[src/logic/charge_seq_pkg.sv]
package charge_seq_pkg;

   // timing
   localparam int unsigned CLK_HZ            = 100_000_000;
   localparam int unsigned TICK_PERIOD_MS    = 1;
   localparam int unsigned TICK_CYCLES       = CLK_HZ / 1000 * TICK_PERIOD_MS;
   localparam int unsigned DEAD_BATT_MIN     = 30;
   localparam int unsigned DEAD_BATT_TICKS   = DEAD_BATT_MIN * 60 * 1000 / TICK_PERIOD_MS;
   localparam int unsigned TOTAL_HOURS_BASE  = 5;
   localparam int unsigned TICKS_PER_HOUR    = 60 * 60 * 1000 / TICK_PERIOD_MS;
   localparam int unsigned SOFT_STEP_TICKS   = 1;
   localparam int unsigned RESTART_DEB_MS    = 60;
   localparam int unsigned RESTART_DEB_TICKS = RESTART_DEB_MS / TICK_PERIOD_MS;
   localparam int unsigned TIMER_W           = 32;

   // current codes (ma units for the analog loop)
   localparam int unsigned CUR_W             = 10;
   localparam logic [9:0]  CUR_PRECHARGE_MA  = 10'h05a;
   localparam logic [9:0]  CUR_STEP_MA       = 10'h032;

   // register-like reset values
   localparam logic [2:0]  FC_SETTING_RESET  = 3'h3;
   localparam logic [1:0]  TC_DURATION_RESET = 2'h0;
   localparam logic        DBT_EN_RESET      = 1'b1;
   localparam logic        TCT_EN_RESET      = 1'b1;

   // accessory classes
   typedef enum logic [2:0] {
      ACC_NONE, ACC_SDP, ACC_CDP, ACC_DCP, ACC_CARKIT, ACC_TRAVEL
   } accessory_t;

   // fast-charge setting code to milliamps: 90 + 120*code, cast to 10 bits
   function automatic logic [9:0] fc_code_ma(input logic [2:0] code);
      fc_code_ma = 10'(90 + 120 * int'(code));
   endfunction

endpackage

[src/logic/sync_two_ff.sv]
`timescale 1ns/1ps
`default_nettype none
module sync_two_ff #(
   parameter int W = 1
) (
   input  wire logic         clk_sys,
   input  wire logic         rst,
   input  wire logic [W-1:0] d,
   output logic      [W-1:0] q
);
   logic [W-1:0] meta_reg;
   logic [W-1:0] meta_next;
   logic [W-1:0] q_reg;
   logic [W-1:0] q_next;

   always_comb begin
      meta_next = d;
      q_next    = meta_reg;
   end

   always_ff @(posedge clk_sys or posedge rst) begin
      if (rst) begin
         meta_reg <= '0;
         q_reg    <= '0;
      end else begin
         meta_reg <= meta_next;
         q_reg    <= q_next;
      end
   end

   assign q = q_reg;
endmodule // sync_two_ff
`default_nettype wire

[src/logic/battery_charge_sequencer.sv]
// Overview of operation
// with a valid supply and the battery below the pre-qualification level, trickle at 90 mA.
// on first supply valid, start the total timer and the dead-battery timer if enabled.
// after reset the dead-battery timer is enabled, total timer enabled at five hours.
// a dead-battery timer that runs out while the battery is still low shuts the charger off.
// removing and reattaching the source restarts a full dead-battery period.
// in pre-qualification detection and the serial bus are held off while charging goes on.
// above the pre-qualification level enter fast charge with the programmed current.
// the fast-charge current setting resets to the 450 mA code.
// the fast-charge current ramps up in steps rather than jumping.
// with only a standard downstream port detected, fast charge uses 90 mA.
// force picks the setting, auto-select picks it for CDP, DCP or car kit, else 90 mA.
// in fast charge the source is classified from the data lines and the id resistance.
// at the regulation voltage enter voltage regulation, then halt or top off at termination.
// a total timer overrun before termination stops charging until the charger is re-enabled.
// with top-off off and auto-stop on, restart fast charge when the battery drops the margin.
// comparator inputs are synchronised and long timers count a prescaled tick.
// loss of supply returns to idle with the charger off and timers cleared.
`timescale 1ns/1ps
`default_nettype none
module battery_charge_sequencer
   import charge_seq_pkg::*;
#(
   parameter int unsigned TICK_DIV       = TICK_CYCLES,
   parameter int unsigned DEAD_TICKS     = DEAD_BATT_TICKS,
   parameter int unsigned HOUR_TICKS     = TICKS_PER_HOUR,
   parameter int unsigned TOPOFF_TICKS   = DEAD_BATT_TICKS,
   parameter int unsigned DEBOUNCE_TICKS = RESTART_DEB_TICKS
) (
   input  wire logic       clk_sys,
   input  wire logic       rst,
   input  wire logic       supply_valid,
   input  wire logic       batt_above_prequal,
   input  wire logic       batt_at_regulation,
   input  wire logic       batt_below_restart,
   input  wire logic       term_current_reached,
   input  wire logic       connector_data_plus,
   input  wire logic       connector_data_minus,
   input  wire logic       data_lines_shorted,
   input  wire logic       host_port_present,
   input  wire logic       charging_port_signature,
   input  wire logic [4:0] accessory_id_line,
   input  wire logic       charger_enable,
   input  wire logic       dead_battery_timer_enable,
   input  wire logic       total_charge_timer_enable,
   input  wire logic [1:0] total_charge_duration_select,
   input  wire logic [2:0] fast_charge_current_setting,
   input  wire logic       fast_charge_force,
   input  wire logic       fast_charge_auto_select,
   input  wire logic       topoff_enable,
   input  wire logic       auto_stop,
   output logic            charger_on,
   output logic [9:0]      charge_current_ma,
   output logic            voltage_loop_active,
   output logic            detection_enable,
   output logic            serial_bus_enable,
   output logic [2:0]      accessory_type,
   output logic [2:0]      charge_stage,
   output logic            dead_battery_fault,
   output logic            total_timer_fault
);

   // config reset values
   // the outside register block resets these pins to DBT_EN_RESET, TCT_EN_RESET,
   // TC_DURATION_RESET and FC_SETTING_RESET from the package

   typedef enum logic [2:0] {
      ST_IDLE, ST_PRECHARGE, ST_FAST, ST_VREG, ST_TOPOFF, ST_DONE, ST_FAULT
   } stage_t;

   //////////////////////////////////////////////////////////////////////////////
   // input synchronisers
   localparam int NSYNC = 15;
   logic [NSYNC-1:0] raw_in;
   logic [NSYNC-1:0] syn;
   logic             sv_s, above_s, atreg_s, below_s, term_s, dp_s, dm_s, short_s;
   logic             host_s, cport_s;
   logic [4:0]       id_s;

   assign raw_in = {supply_valid, batt_above_prequal, batt_at_regulation,
                    batt_below_restart, term_current_reached, connector_data_plus,
                    connector_data_minus, data_lines_shorted, host_port_present,
                    charging_port_signature, accessory_id_line};

   // synchronised comparators
   sync_two_ff #(.W(NSYNC)) u_sync (
      .clk_sys (clk_sys),
      .rst     (rst),
      .d       (raw_in),
      .q       (syn)
   );
   assign {sv_s, above_s, atreg_s, below_s, term_s, dp_s, dm_s, short_s,
           host_s, cport_s, id_s} = syn;

   //////////////////////////////////////////////////////////////////////////////
   // state
   stage_t          stage_reg, stage_next;
   logic [31:0]     pre_reg, pre_next;
   logic            tick;
   logic [31:0]     dead_reg, dead_next;
   logic [31:0]     total_reg, total_next;
   logic [31:0]     aux_reg, aux_next;
   logic            dead_run_reg, dead_run_next;
   logic            sv_d_reg, sv_d_next;
   logic            en_d_reg, en_d_next;
   logic [9:0]      cur_reg, cur_next;
   logic [9:0]      target;
   accessory_t      acc_reg, acc_next;
   logic            dfault_reg, dfault_next;
   logic            tfault_reg, tfault_next;
   logic [31:0]     total_limit;

   // classify source
   function automatic accessory_t classify(input logic shorted, input logic host,
                                           input logic cport, input logic [4:0] id);
      if (id == 5'h17)
         classify = ACC_CARKIT;
      else if (id == 5'h16)
         classify = ACC_TRAVEL;
      else if (shorted)
         classify = ACC_DCP;
      else if (host && cport)
         classify = ACC_CDP;
      else if (host)
         classify = ACC_SDP;
      else
         classify = ACC_NONE;
   endfunction

   assign total_limit = HOUR_TICKS * (TOTAL_HOURS_BASE + 32'(total_charge_duration_select));

   always_comb begin
      // prescaled tick
      tick     = (pre_reg == TICK_DIV - 1);
      pre_next = tick ? 32'h0 : pre_reg + 32'h1;

      // fast-charge current selection
      if (fast_charge_force)
         target = fc_code_ma(fast_charge_current_setting);
      else if (fast_charge_auto_select &&
               (acc_reg == ACC_CDP || acc_reg == ACC_DCP || acc_reg == ACC_CARKIT))
         target = fc_code_ma(fast_charge_current_setting);
      else
         // sdp falls back to precharge level
         target = CUR_PRECHARGE_MA;

      stage_next    = stage_reg;
      dead_next     = dead_reg;
      total_next    = total_reg;
      aux_next      = aux_reg;
      dead_run_next = dead_run_reg;
      sv_d_next     = sv_s;
      en_d_next     = charger_enable;
      cur_next      = cur_reg;
      acc_next      = acc_reg;
      dfault_next   = dfault_reg;
      tfault_next   = tfault_reg;

      // total timer runs in charging stages before termination
      if (tick && total_charge_timer_enable &&
          (stage_reg == ST_PRECHARGE || stage_reg == ST_FAST || stage_reg == ST_VREG))
         total_next = total_reg + 32'h1;
      // dead-battery timer counts while the battery stays low
      if (tick && dead_run_reg && dead_battery_timer_enable)
         dead_next = dead_reg + 32'h1;

      case (stage_reg)
         ST_IDLE: begin
            cur_next = 10'h0;
            if (sv_s && !sv_d_reg) begin
               // fresh timers on attach
               dead_next     = 32'h0;
               total_next    = 32'h0;
               dead_run_next = dead_battery_timer_enable;
               dfault_next   = 1'b0;
               tfault_next   = 1'b0;
               stage_next    = ST_PRECHARGE;
            end
         end
         ST_PRECHARGE: begin
            // trickle current
            cur_next = CUR_PRECHARGE_MA;
            if (above_s) begin
               // enter fast charge
               dead_run_next = 1'b0;
               cur_next      = CUR_PRECHARGE_MA;
               stage_next    = ST_FAST;
            end else if (dead_run_reg && dead_battery_timer_enable && dead_reg >= DEAD_TICKS) begin
               // dead-battery shutdown
               dfault_next = 1'b1;
               cur_next    = 10'h0;
               stage_next  = ST_FAULT;
            end
         end
         ST_FAST: begin
            acc_next = classify(short_s, host_s, cport_s, id_s);
            // soft start ramp
            if (tick) begin
               if (cur_reg + CUR_STEP_MA < target)
                  cur_next = cur_reg + CUR_STEP_MA;
               else
                  cur_next = target;
            end
            if (atreg_s)
               // enter voltage regulation
               stage_next = ST_VREG;
         end
         ST_VREG: begin
            if (term_s) begin
               // halt or top off at termination
               aux_next = 32'h0;
               if (topoff_enable) begin
                  stage_next = ST_TOPOFF;
               end else if (auto_stop) begin
                  // charger drops in the same cycle as the halt
                  cur_next   = 10'h0;
                  stage_next = ST_DONE;
               end
            end
         end
         ST_TOPOFF: begin
            if (tick)
               aux_next = aux_reg + 32'h1;
            if (aux_reg >= TOPOFF_TICKS && auto_stop) begin
               aux_next   = 32'h0;
               cur_next   = 10'h0;
               stage_next = ST_DONE;
            end
         end
         ST_DONE: begin
            cur_next = 10'h0;
            // restart after debounced drop
            if (!below_s)
               aux_next = 32'h0;
            else if (tick)
               aux_next = aux_reg + 32'h1;
            if (below_s && aux_reg >= DEBOUNCE_TICKS) begin
               total_next = 32'h0;
               cur_next   = CUR_PRECHARGE_MA;
               stage_next = ST_FAST;
            end
         end
         ST_FAULT: begin
            cur_next = 10'h0;
            // re-enable clears a timer overrun
            if (tfault_reg && charger_enable && !en_d_reg) begin
               tfault_next = 1'b0;
               total_next  = 32'h0;
               stage_next  = ST_PRECHARGE;
            end
         end
         default: stage_next = ST_IDLE;
      endcase

      // total timer overrun
      if (total_charge_timer_enable && total_reg >= total_limit &&
          (stage_reg == ST_PRECHARGE || stage_reg == ST_FAST || stage_reg == ST_VREG)) begin
         tfault_next = 1'b1;
         cur_next    = 10'h0;
         stage_next  = ST_FAULT;
      end
      if (!charger_enable && stage_reg != ST_IDLE && stage_reg != ST_FAULT)
         cur_next = 10'h0;

      // supply loss returns to idle
      if (!sv_s) begin
         stage_next    = ST_IDLE;
         dead_next     = 32'h0;
         total_next    = 32'h0;
         aux_next      = 32'h0;
         dead_run_next = 1'b0;
         cur_next      = 10'h0;
         acc_next      = ACC_NONE;
      end
   end

   always_ff @(posedge clk_sys or posedge rst) begin
      if (rst) begin
         stage_reg    <= ST_IDLE;
         pre_reg      <= 32'h0;
         dead_reg     <= 32'h0;
         total_reg    <= 32'h0;
         aux_reg      <= 32'h0;
         dead_run_reg <= 1'b0;
         sv_d_reg     <= 1'b0;
         en_d_reg     <= 1'b0;
         cur_reg      <= 10'h0;
         acc_reg      <= ACC_NONE;
         dfault_reg   <= 1'b0;
         tfault_reg   <= 1'b0;
      end else begin
         stage_reg    <= stage_next;
         pre_reg      <= pre_next;
         dead_reg     <= dead_next;
         total_reg    <= total_next;
         aux_reg      <= aux_next;
         dead_run_reg <= dead_run_next;
         sv_d_reg     <= sv_d_next;
         en_d_reg     <= en_d_next;
         cur_reg      <= cur_next;
         acc_reg      <= acc_next;
         dfault_reg   <= dfault_next;
         tfault_reg   <= tfault_next;
      end
   end

   //////////////////////////////////////////////////////////////////////////////
   // outputs
   assign charger_on          = (cur_reg != 10'h0);
   assign charge_current_ma   = cur_reg;
   assign voltage_loop_active = (stage_reg == ST_VREG) || (stage_reg == ST_TOPOFF);
   // detection and bus held off in precharge
   assign detection_enable    = (stage_reg == ST_FAST) || (stage_reg == ST_VREG) ||
                                (stage_reg == ST_TOPOFF) || (stage_reg == ST_DONE);
   assign serial_bus_enable   = (stage_reg != ST_PRECHARGE);
   assign accessory_type      = acc_reg;
   assign charge_stage        = stage_reg;
   assign dead_battery_fault  = dfault_reg;
   assign total_timer_fault   = tfault_reg;

endmodule // battery_charge_sequencer
`default_nettype wire

[config.mk]
export PLATFORM = sky130hd
export DESIGN_NAME = battery_charge_sequencer
export DESIGN_NICKNAME = d
export VERILOG_FILES = /design/src/logic/charge_seq_pkg.sv /design/src/logic/sync_two_ff.sv /design/src/logic/battery_charge_sequencer.sv
export SDC_FILE = /design/constraint.sdc
export NUM_CORES = 1
export LEC_CHECK = 0
export BUFFER_PORTS_ARGS = -buffer_cell sky130_fd_sc_hd__clkbuf_2
export CORE_MARGIN = 2
export CORE_UTILIZATION = 60
export CTS_CLUSTER_SIZE = 20
export DETAILED_ROUTE_END_ITERATION = 16
export GPL_TIMING_DRIVEN = 0
export PLACE_DENSITY = 0.78
export SLEW_MARGIN = 20
export SYNTH_ARGS = -nofsm -noshare
export SYNTH_HDL_FRONTEND = slang
export SYNTH_SLANG_ARGS = --single-unit
[constraint.sdc]
create_clock -name clk_sys -period 5.55 [get_ports clk_sys]
set_input_delay 0.2775 -clock clk_sys [delete_from_list [all_inputs] [get_ports clk_sys]]
set_output_delay 0.2775 -clock clk_sys [all_outputs]
set_load 0.05 [all_outputs]
==> impl_summary.log, run 1 <==
INFO  metric fillers = between 1,000 and 1,500
INFO  metric row_count = 47
INFO  metric synth.top_cells.by_count = sky130_fd_sc_hd__dfrtp_1, sky130_fd_sc_hd__nor2_1, sky130_fd_sc_hd__nand2_1
INFO  metric synth_top_area_share = between 40% and 50%
INFO  metric synth_area_leader_cell = sky130_fd_sc_hd__dfrtp_1
INFO  metric antenna_cells_inserted = 0
INFO  metric synth_edf_count = 0
INFO  metric postSynthAreaPerCell = about 9.2 um2
INFO  metric mappedNetlistArea = 9940 um2
INFO  metric timing_worst_setup_path_type = input port to register
INFO  metric post_synth_inst_count = between 1,000 and 1,500
INFO  metric start_kind = input port
INFO  metric clock_pin_slew_worst_setup_and_hold_paths = approximately 0.07 ns
INFO  metric hold_violation_count_in_the_final_report = 0
INFO  metric cts_setup_buffers = 0
INFO  metric tritoncts.num_buffers = 17
INFO  metric synthTopCellsByArea = sky130_fd_sc_hd__dfrtp_1, sky130_fd_sc_hd__ha_1, sky130_fd_sc_hd__nor2_1
INFO  metric end_kind = register
INFO  metric tritoncts_clock_tree = built
INFO  metric route.vias.total = about 8,400
INFO  metric clock_latency = between 0.4 and 0.5 ns
INFO  metric worst_pin_slew = slightly above 1 ns
INFO  metric drt_drc_violations_left = 0
INFO  metric fin_worst_skew = about 0.01 ns
INFO  metric ctsResizeCount = 0
INFO  metric area.growth.synth_to_final = 13.36%
INFO  metric drt_iter0_drc = 676
INFO  metric floorplan.initialDensity = between 60% and 70%
INFO  metric drt.antenna.violating_nets = 0
INFO  metric timing.reg2reg.setup_slack = around 1.8 ns
INFO  metric number_of_iterations_in_the_first_detailed_routing_pass = 5
INFO  metric placeableCoreArea = between 15,000 and 20,000 um2
INFO  metric port_buffers = between 40 and 50
INFO  metric timing.critical_path.fanout_max = 10
INFO  metric finalCritPeriodShare = between 80% and 90%
INFO  metric grt_max_degree = 110
INFO  metric grt_pass1_vias = 7,908
INFO  metric cp.required = roughly 6 ns
INFO  metric synth_seq_cells = roughly 170
INFO  metric dp_cells = 1,351
INFO  metric synth_cell_type_count = 64
INFO  metric power.leakage = between 4 and 5 nW
INFO  metric clock_sinks = 174
INFO  metric finalSetupViolCount = 0
INFO  metric grt_setup_unrepaired = false
INFO  metric cts_max_level = 4
INFO  metric synthArstFlopShare = between 90% and 100%
INFO  metric min-delay-path-class = input port to register
INFO  metric period_minus_ws_final = roughly 4.8 ns
INFO  metric root_buffer_cell = sky130_fd_sc_hd__clkbuf_16
INFO  metric detail_route.wl_per_cell = between 15 and 20 um
INFO  metric grt_antenna_before_repair = 0
INFO  metric ys_warn_count = 0
INFO  metric gr-usage-all-layers = ~27%
INFO  metric cp_data_arrival_time = roughly 5.2 ns
INFO  metric grt_overflow_total = 0
INFO  metric stdcell_count = about 1,400
INFO  metric p_per_area = approximately 320 nW/um2
INFO  metric dp_hpwl = ~16,000 um
INFO  metric die_w = ~130 um
INFO  metric yosysSeqAreaShare = 43.81%
INFO  metric result_of_the_run = finished clean
INFO  metric wl = 22,610 um
INFO  metric die_h = approximately 130 um
INFO  metric via_per_inst = ~6
INFO  metric clock.fmax = slightly above 200 MHz
INFO  metric gp_congestion = around 0.94
INFO  metric worst_hold_path.num_cells = 3
INFO  metric postCtsHoldBufs = 15
INFO  metric floorplan.io_pins = 51
INFO  metric fin_nets = 1,247
INFO  metric fp.dieArea = around 18,000 um2
INFO  metric share_of_layout_cells_above_drive_strength_1 = 9.508%
INFO  metric slew_violations = 0
INFO  metric synthMostInstantiatedCell = sky130_fd_sc_hd__dfrtp_1
INFO  metric relSlewSlack = 31.78%
INFO  metric final_util = between 60% and 70%
INFO  metric max-vdd-ir-drop = roughly 0.32 mV
INFO  metric first_pass_grt_wire_length = around 38,000 um
INFO  metric cts-root-to-sink-buffers = 2
INFO  metric max_cap_violations = 0
INFO  metric worstRegToRegCells = 12
INFO  metric yosys_most_used_dff = sky130_fd_sc_hd__dfrtp_1
==> worst max-delay path, stage by stage <==
cell                       delay [ns]
sky130_fd_sc_hd__clkbuf_2        0.14
sky130_fd_sc_hd__inv_1           0.12
sky130_fd_sc_hd__fa_1            0.54
sky130_fd_sc_hd__inv_1           0.08
sky130_fd_sc_hd__ha_1            0.24
sky130_fd_sc_hd__fa_1            0.40
sky130_fd_sc_hd__xor2_1          0.25
sky130_fd_sc_hd__o21ai_0         0.20
sky130_fd_sc_hd__or3_1           0.35
sky130_fd_sc_hd__a21o_1          0.16
sky130_fd_sc_hd__a31o_2          0.23
sky130_fd_sc_hd__ha_1            0.20
sky130_fd_sc_hd__a2111o_1        0.41
sky130_fd_sc_hd__o31ai_1         0.75
sky130_fd_sc_hd__clkbuf_1        0.38
sky130_fd_sc_hd__nand3b_1        0.12
sky130_fd_sc_hd__o21a_1          0.12
sky130_fd_sc_hd__o31ai_1         0.19
==> final timing paths <==
check / from / to
worst max-delay path: fast_charge_current_setting[0] / charge_current_ma[8]
worst min-delay path: dead_battery_timer_enable / dead_run_reg
min in group asynchronous: rst / total_reg[29]
worst max register to register: charge_current_ma[1] / charge_current_ma[8]
worst min register to register: u_sync.meta_reg[11] / u_sync.q[11]
max in group asynchronous: rst / pre_reg[20]
==> power breakdown <==
part	total, W	switching [W]	internal (W)
Combinational	0.000968	0.000693	0.000275
Clock	0.00125	0.000559	0.000691
Sequential	0.00135	0.0000481	0.00130
==> cell usage in the layout, fill, tap and decap left out, drive strengths merged, types with 16 or more instances in the layout <==
cell	count
a21oi	46
and3	27
clkbuf	94
dfrtp	174
ha	50
inv	53
nand2	95
nand3	57
nand4	40
nor2	130
nor3	32
nor4	29
o21ai	56
o31ai	16
xnor2	54
xor2	48
==> per-stage QoR <==
stage | setup WS, ns | cell area, um2 | power, W | TNS (ns) | hold slack (ns)
after floorplan | 0.5557 | 9943 | 0.002068 | 0 | 0.3089
after global placement | -1.242 | 10450 | 0.002295 | -213.07 | 0.3322
after detailed placement | 0.3522 | 10500 | 0.002314 | 0 | 0.3347
after CTS | 0.7836 | 11270 | 0.003576 | 0 | 0.09990
after global routing | 0.3113 | 11270 | 0.003730 | 0 | 0.1156
final | 0.7239 | 11270 | 0.003570 | 0 | 0.1114
==> area by class of cell <==
type	instances	area [um2]	area share, %
plain buffers	37	147.6	1.310
clock buffers	17	425.4	3.776
clock inverters	15	196.4	1.743
inverters	43	168.9	1.499
multi-input cells	829	5286	46.92
flip-flops and latches	174	4354	38.65
well taps	220	275.3	2.443
repair buffers	63	412.9	3.665
==> routing by layer <==
| layer | vias to the layer above | part of all wire (%) | track usage [%] |
|---|---|---|---|
| met5 | - | 0 | 0 |
| met4 | 0 | 2.1 | 8.901 |
| met3 | 42 | 4.9 | 4.061 |
| met2 | 275 | 48 | 42.98 |
| met1 | 4029 | 45 | 37.69 |
| li1 | 4025 | - | - |
==> cell families (layout without fill, tap and decap cells) <==
logic type / Yosys count / after routing / synth area share, %
buffers and inverters: 80 / 175 / 3.109
flip-flops: 174 / 174 / 43.81
AND/OR/NAND/NOR: 483 / 483 / 25.05
other: 1 / 2 / 0.03773
AO/OA/AOI/OAI: 180 / 180 / 11.17
XOR/XNOR: 102 / 102 / 8.988
adder cells (fa/ha/maj): 53 / 53 / 6.898
multiplexers: 9 / 9 / 0.9441
(Power assumes the default switching activity.)
==> run 2: changes to the inputs <==
clock period = 5.9 ns   (was 5.55 ns; I/O delays follow)
==> run 2 against run 1 <==
Via count fell by 0.37%. Clock power is 6% lower. Flip-flop and latch count is the same. Count of clock-buffer cells in the layout unchanged. Critical path depth stayed put. Combinational power down 6.1%. Utilization fell by 0.061 points. Clock skew hardly changed. Design area is essentially flat. Global-route usage is essentially flat. Non-clock buffer count is 1 lower. Wire length is essentially flat.
==> impl_summary.log, run 2 (synthesis results as in run 1) <==
INFO  metric area.growth.synth_to_final = 13.25%
INFO  metric worst_r2r_startpoint = charge_current_ma[1]
INFO  metric seqCellArea = 4354 um2
INFO  metric cts_max_level = 4
INFO  metric report.power.total = roughly 0.0034 W
INFO  metric period_minus_ws_final = 4.830 ns
INFO  metric hold_violation_count_in_the_final_report = 0
INFO  metric total_non_filler_cell_area_in_the_finished_layout = 11,260 um2
INFO  metric result_of_the_run = finished clean
INFO  metric rr_endpoint = charge_current_ma[8]
INFO  metric port_buffers = 47
INFO  metric dpl_cell_area = approximately 10,000 um2
INFO  metric multiInputGateArea = 5286 um2
INFO  metric cts-root-to-sink-buffers = 2
INFO  metric detail_route.wl_per_cell = around 16 um
INFO  metric clock_pin_slew_worst_setup_and_hold_paths = ~0.070 ns
INFO  metric stdcell_count = 1,397
INFO  metric fp.dieArea = about 18,000 um2
INFO  metric timing_worst_setup_path_type = input port to register
INFO  metric slew_violations = 0
INFO  metric min-delay-path-class = input port to register
INFO  metric clock.fmax = about 210 MHz
INFO  metric critical_path.startpoint = fast_charge_current_setting[0]
INFO  metric cp.required = roughly 6.2 ns
INFO  metric first_pass_grt_wire_length = between 30,000 and 40,000 um
INFO  metric placeableCoreArea = about 16,000 um2
INFO  metric floorplan.initialDensity = 60.58%
INFO  metric p_per_area = around 300 nW/um2
INFO  metric antenna_cells_inserted = 0
INFO  metric drt_iter0_drc = around 710
INFO  metric tritoncts_clock_tree = built
INFO  metric relSlewSlack = between 30% and 40%
INFO  metric worst_pin_slew = ~0.96 ns
INFO  metric timing.critical_path.fanout_max = 10
INFO  metric clock_sinks = roughly 170
INFO  metric gr-usage-all-layers = between 20% and 30%
INFO  metric finalCritPeriodShare = approximately 80%
INFO  metric finalSetupViolCount = 0
INFO  metric start_kind = input port
INFO  metric dp_cells = around 1,400
INFO  metric die_w = about 130 um
INFO  metric fin_nets = about 1,200
INFO  metric timing.reg2reg.setup_slack = 2.18 ns
INFO  metric gp_congestion = ~0.94
INFO  metric cp_data_arrival_time = ~5.2 ns
INFO  metric drt.antenna.violating_nets = 0
INFO  metric power.leakage = 4.919 nW
INFO  metric grt_pass1_vias = 7,902
INFO  metric drt_drc_violations_left = 0
INFO  metric worstRegToRegCells = 12
INFO  metric final_util = between 60% and 70%
INFO  metric max_cap_violations = 0
INFO  metric fillers = 1,248
INFO  metric mostFrequentLayoutCells = sky130_fd_sc_hd__dfrtp_1, sky130_fd_sc_hd__nor2_1, sky130_fd_sc_hd__nand2_1
INFO  metric mostFrequentLayoutCell = sky130_fd_sc_hd__dfrtp_1
INFO  metric share_of_layout_cells_above_drive_strength_1 = roughly a tenth
INFO  metric route.vias.total = around 8,300
INFO  metric grt_overflow_total = 0
INFO  metric root_buffer_cell = sky130_fd_sc_hd__clkbuf_16
INFO  metric tritoncts.num_buffers = 17
INFO  metric fin_worst_skew = ~0.0099 ns
INFO  metric die_h = 132.7 um
INFO  metric dp_hpwl = between 15,000 and 20,000 um
INFO  metric row_count = 47
INFO  metric setup.worst_path.end = charge_current_ma[8]
INFO  metric clock_latency = approximately 0.44 ns
INFO  metric wl = about 23,000 um
INFO  metric grt_setup_unrepaired = false
INFO  metric grt_antenna_before_repair = 0
INFO  metric via_per_inst = between 5 and 6
INFO  metric grt_max_degree = 110
INFO  metric floorplan.io_pins = 51
INFO  metric number_of_iterations_in_the_first_detailed_routing_pass = 5
INFO  metric max-vdd-ir-drop = 0.3021 mV
INFO  metric end_kind = register
## run 2: cell count changes in the layout (fill, tap and decap cells not counted)
cell                            delta
sky130_fd_sc_hd__dlygate4sd3_1     -1
## run 2: how the worst min path moves through the flow
stage	startpoint	end	slack, ns	depth (start not counted)
floorplan	charger_enable	en_d_reg	0.33	0
finish	charger_enable	en_d_reg	0.02	1
detailed placement	u_sync.meta_reg[10]	u_sync.q[10]	0.33	0
global route	charger_enable	en_d_reg	0.01	1
global placement	u_sync.meta_reg[11]	u_sync.q[11]	0.33	0
CTS	charger_enable	en_d_reg	0.01	1
## run 2: what timing repair did
item,4_1_cts,5_1_grt
hold buffers,14,0
gates resized for setup,0,0
hold endpoints to repair,78,0
setup buffers,0,0
## run 2: layout make-up
class	instances	area share [%]
clock inverter	15	1.745
timing repair buffer	62	3.579
clock buffer	17	3.779
sequential	174	38.68
inverter	43	1.501
multi-input combinational	829	46.96
buffer	37	1.312
tap	220	2.445
## run 2: stage by stage
stage | hold WS (ns) | setup WS, ns | setup TNS (ns)
after CTS | 0.01005 | 1.116 | 0
final | 0.01858 | 1.070 | 0
after floorplan | 0.3264 | 0.8882 | 0
after global placement | 0.3322 | -0.9092 | -155.21
after global routing | 0.01414 | 0.6438 | 0
after detailed placement | 0.3347 | 0.6847 | 0
## run 2: per-layer routing
metal	track usage (%)	part of all wire (%)
met1	37.69	45
met2	42.92	48
met3	4.061	4.8
met4	8.901	2.1
met5	0	0
## run 2: critical path, stage by stage
cell,delay [ns]
sky130_fd_sc_hd__clkbuf_2,0.14
sky130_fd_sc_hd__inv_1,0.12
sky130_fd_sc_hd__fa_1,0.54
sky130_fd_sc_hd__inv_1,0.08
sky130_fd_sc_hd__ha_1,0.24
sky130_fd_sc_hd__fa_1,0.40
sky130_fd_sc_hd__xor2_1,0.25
sky130_fd_sc_hd__o21ai_0,0.20
sky130_fd_sc_hd__or3_1,0.35
sky130_fd_sc_hd__a21o_1,0.16
sky130_fd_sc_hd__a31o_2,0.23
sky130_fd_sc_hd__ha_1,0.20
sky130_fd_sc_hd__a2111o_1,0.41
sky130_fd_sc_hd__o31ai_1,0.74
sky130_fd_sc_hd__clkbuf_1,0.38
sky130_fd_sc_hd__nand3b_1,0.12
sky130_fd_sc_hd__o21a_1,0.12
sky130_fd_sc_hd__o31ai_1,0.19
## run 2: power breakdown
group,leakage (nW),internal [W],switching [W]
Clock,0.306,0.000650,0.000528
Sequential,2.35,0.00123,0.0000448
Combinational,2.27,0.000259,0.000651
Total,4.92,0.00214,0.00122
==> run 3: changes to the inputs <==
ABC_AREA = 1   (was not set)
CORE_UTILIZATION = 57   (was 60)
clock period = 4.3 ns   (was 5.9 ns; I/O delays follow)
==> run 3 against run 2 <==
Flip-flop and latch count stayed put. Highest routed layer unchanged. Die area up 25%. Design area increased by 19%. Setup slack got worse by 0.41 ns. Global-route usage rose by 1.7 points. Combinational power grew 61%. Largest cell class unchanged. Clock power grew 36%. Count of clock-buffer cells in the layout up 3. Critical path type unchanged. Via count grew 32%. Clock skew up 0.0054 ns.
==> impl_summary.log, run 3 <==
INFO  metric max_cap_violations = 0
INFO  metric number_of_iterations_in_the_first_detailed_routing_pass = 5
INFO  metric finalSetupViolCount = 0
INFO  metric postSynthAreaPerCell = about 7.3 um2
INFO  metric synth.top_cells.by_count = sky130_fd_sc_hd__nand2_1, sky130_fd_sc_hd__nor2_1, sky130_fd_sc_hd__inv_1
INFO  metric total_non_filler_cell_area_in_the_finished_layout = 13,360 um2
INFO  metric wl = 30,940 um
INFO  metric fin_nets = approximately 1,800
INFO  metric synthArstFlopShare = 100.0%
INFO  metric gp_congestion = around 0.95
INFO  metric first_pass_grt_wire_length = 50,810 um
INFO  metric drt.antenna.violating_nets = 0
INFO  metric hold_violation_count_in_the_final_report = 0
INFO  metric grt_antenna_before_repair = 0
INFO  metric grt_setup_unrepaired = false
INFO  metric grt_max_degree = 37
INFO  metric fillers = roughly 1,900
INFO  metric start_kind = input port
INFO  metric antenna_cells_inserted = 0
INFO  metric post_synth_mux_area_share = 0%
INFO  metric drt_iter0_drc = between 700 and 800
INFO  metric stdcell_count = 2,014
INFO  metric report.power.total = 0.004830 W
INFO  metric tritoncts_clock_tree = built
INFO  metric die_w = about 150 um
INFO  metric clock_sinks = 174
INFO  metric synth_xor_area_share = approximately 8.3%
INFO  metric drt_drc_violations_left = 0
INFO  metric floorplan.initialDensity = about three fifths
INFO  metric worstRegToRegCells = 17
INFO  metric p_per_area = ~360 nW/um2
INFO  metric postCtsHoldBufs = 15
INFO  metric yosys_most_used_dff = sky130_fd_sc_hd__dfrtp_1
INFO  metric finalCritPeriodShare = a little over four fifths
INFO  metric cp_data_arrival_time = roughly 4 ns
INFO  metric fraction_of_the_mapped_netlist_area_in_compound_gates = 8.576%
INFO  metric detail_route.wl_per_cell = between 15 and 20 um
INFO  metric worst_pin_slew = approximately 0.82 ns
INFO  metric route.vias.total = between 10,000 and 15,000
INFO  metric fin_worst_skew = 0.01526 ns
INFO  metric row_count = 52
INFO  metric clock.fmax = around 270 MHz
INFO  metric gr-usage-all-layers = 28.52%
INFO  metric ctsResizeCount = 0
INFO  metric clock_pin_slew_worst_setup_and_hold_paths = around 0.07 ns
INFO  metric tritoncts.num_buffers = 17
INFO  metric max-vdd-ir-drop = 0.2568 mV
INFO  metric cts_setup_buffers = 0
INFO  metric area.growth.synth_to_final = 12.10%
INFO  metric synth_seq_cells = between 150 and 200
INFO  metric floorplan.io_pins = 51
INFO  metric yosysSeqAreaShare = a little over a third
INFO  metric grt_pass1_vias = between 10,000 and 15,000
INFO  metric synthTopCellsByArea = sky130_fd_sc_hd__dfrtp_1, sky130_fd_sc_hd__nand2_1, sky130_fd_sc_hd__nor2_1
INFO  metric timing.setup.tns = 0 ns
INFO  metric cts-root-to-sink-buffers = 2
INFO  metric end_kind = register
INFO  metric post_synth_inst_count = between 1,500 and 2,000
INFO  metric synth_top_area_share = between 30 and 40%
INFO  metric root_buffer_cell = sky130_fd_sc_hd__clkbuf_16
INFO  metric result_of_the_run = finished clean
INFO  metric synth_cell_type_count = between 50 and 60
INFO  metric share_of_layout_cells_above_drive_strength_1 = under 10%
INFO  metric post_synthesis_adder_cell_area_fraction = 5.752%
INFO  metric timing.critical_path.fanout_max = 10
INFO  metric synth_edf_count = 0
INFO  metric min-delay-path-class = input port to register
INFO  metric mostFrequentLayoutCells = sky130_fd_sc_hd__nand2_1, sky130_fd_sc_hd__nor2_1, sky130_fd_sc_hd__inv_1
INFO  metric dp_cells = just under 2,000
INFO  metric combinational_family_with_the_most_area_after_synthesis = simple AND/OR/NAND/NOR gates
INFO  metric port_buffers = 47
INFO  metric dpl_cell_area = about 13,000 um2
INFO  metric slew_violations = 0
INFO  metric clock_latency = between 0.4 and 0.5 ns
INFO  metric power.leakage = ~6 nW
INFO  metric mappedNetlistArea = between 10,000 and 15,000 um2
INFO  metric synthMostInstantiatedCell = sky130_fd_sc_hd__nand2_1
INFO  metric via_per_inst = between 5 and 6
INFO  metric timing_worst_setup_path_type = input port to register
INFO  metric cts_max_level = 4
INFO  metric grt_overflow_total = 0
INFO  metric dp_hpwl = roughly 24,000 um
INFO  metric die_h = approximately 150 um
INFO  metric period_minus_ws_final = 3.637 ns
INFO  metric placeableCoreArea = approximately 20,000 um2
INFO  metric fp.dieArea = roughly 22,000 um2
INFO  metric synth_simple_gate_area_share = 33.12%
INFO  metric mostFrequentLayoutCell = sky130_fd_sc_hd__nand2_1
INFO  metric cp.required = about 4.7 ns
INFO  metric ys_warn_count = 0
INFO  metric relSlewSlack = 44.93%
INFO  metric synth_area_leader_cell = sky130_fd_sc_hd__dfrtp_1
INFO  metric worst_hold_path.num_cells = 3
[run 3: cell types whose count changed after synthesis, sizes merged, moves of 28 or more]
cell   previous run  this run
nand3            57        85
o21ai            56       109
nor3             32        75
nand2            95       393
xor2             48        85
inv              43       190
nor2            130       256
[run 3: worst max-delay path, stage by stage]
cell and delay, ns:
sky130_fd_sc_hd__clkbuf_2 0.12, sky130_fd_sc_hd__inv_1 0.12, sky130_fd_sc_hd__fa_1 0.54, sky130_fd_sc_hd__inv_1 0.08, sky130_fd_sc_hd__ha_1 0.25, sky130_fd_sc_hd__fa_1 0.40
sky130_fd_sc_hd__xor2_1 0.19, sky130_fd_sc_hd__o21ai_0 0.13, sky130_fd_sc_hd__xor2_1 0.17, sky130_fd_sc_hd__or2_2 0.30, sky130_fd_sc_hd__ha_1 0.28, sky130_fd_sc_hd__nand2_1 0.07
sky130_fd_sc_hd__nor2_1 0.16, sky130_fd_sc_hd__nand3_1 0.10, sky130_fd_sc_hd__nand3_1 0.12, sky130_fd_sc_hd__clkbuf_1 0.32, sky130_fd_sc_hd__o21ai_0 0.13, sky130_fd_sc_hd__o21ai_0 0.15
sky130_fd_sc_hd__nand2_1 0.08, sky130_fd_sc_hd__o21ai_1 0.07
[run 3: worst paths after layout]
kind,from,to,slack (ns)
min,dead_battery_timer_enable,dead_run_reg,0.15
min in group asynchronous,rst,pre_reg[17],0.44
max in group asynchronous,rst,aux_reg[25],2.78
min reg2reg,u_sync.meta_reg[13],u_sync.q[13],0.34
max reg2reg,charge_current_ma[2],charge_current_ma[4],1.33
max,fast_charge_current_setting[0],charge_current_ma[4],0.66
[run 3: metal layers]
| metal | up-vias | share of wire (%) | GRT usage (%) |
|---|---|---|---|
| met5 | - | 0 | 0 |
| met4 | 0 | 2.7 | 10.76 |
| met1 | 5199 | 45 | 37.51 |
| met2 | 246 | 49 | 48.08 |
| met3 | 59 | 4.2 | 4.049 |
| li1 | 5510 | - | - |
[run 3: layout make-up]
cell class	instances	area, um2	area share, %
Tap cell	270	337.8	2.528
Timing Repair Buffer	67	493.0	3.689
Multi-Input combinational cell	1247	6653	49.78
Clock inverter	12	147.6	1.105
Clock buffer	20	456.7	3.418
Buffer	33	193.9	1.451
Inverter	191	726.9	5.440
Sequential cell	174	4354	32.58
[run 3: power by group]
group	leakage, nW	switching, W	total, W	internal [W]
Combinational	3.20	0.00107	0.00146	0.000391
Clock	0.295	0.000700	0.00160	0.000903
Sequential	2.35	0.0000690	0.00177	0.00170
Total	5.84	0.00184	0.00483	0.00299
[run 3: logic make-up (layout without fill, tap and decap cells)]
family,Yosys count,count (layout)
XOR/XNOR,113,113
AND/OR/NAND/NOR,894,894
other,1,2
flip-flops,174,174
adder cells (fa/ha/maj),53,53
buffers and inverters,224,323
AO/OA/AOI/OAI,185,185
[run 3: metrics by stage]
| step | hold slack (ns) | worst slack (ns) | utilization (%) |
|---|---|---|---|
| 3_5_place_dp | 0.3247 | 0.2399 | 61.91 |
| 2_1_floorplan | 0.2464 | 0.7727 | - |
| 6_report | 0.1467 | 0.6628 | 65.62 |
| 4_1_cts | 0.1452 | 0.6809 | 65.62 |
| 5_1_grt | 0.1770 | 0.2738 | 65.62 |
| 3_3_place_gp | 0.3238 | 0.3368 | 61.38 |
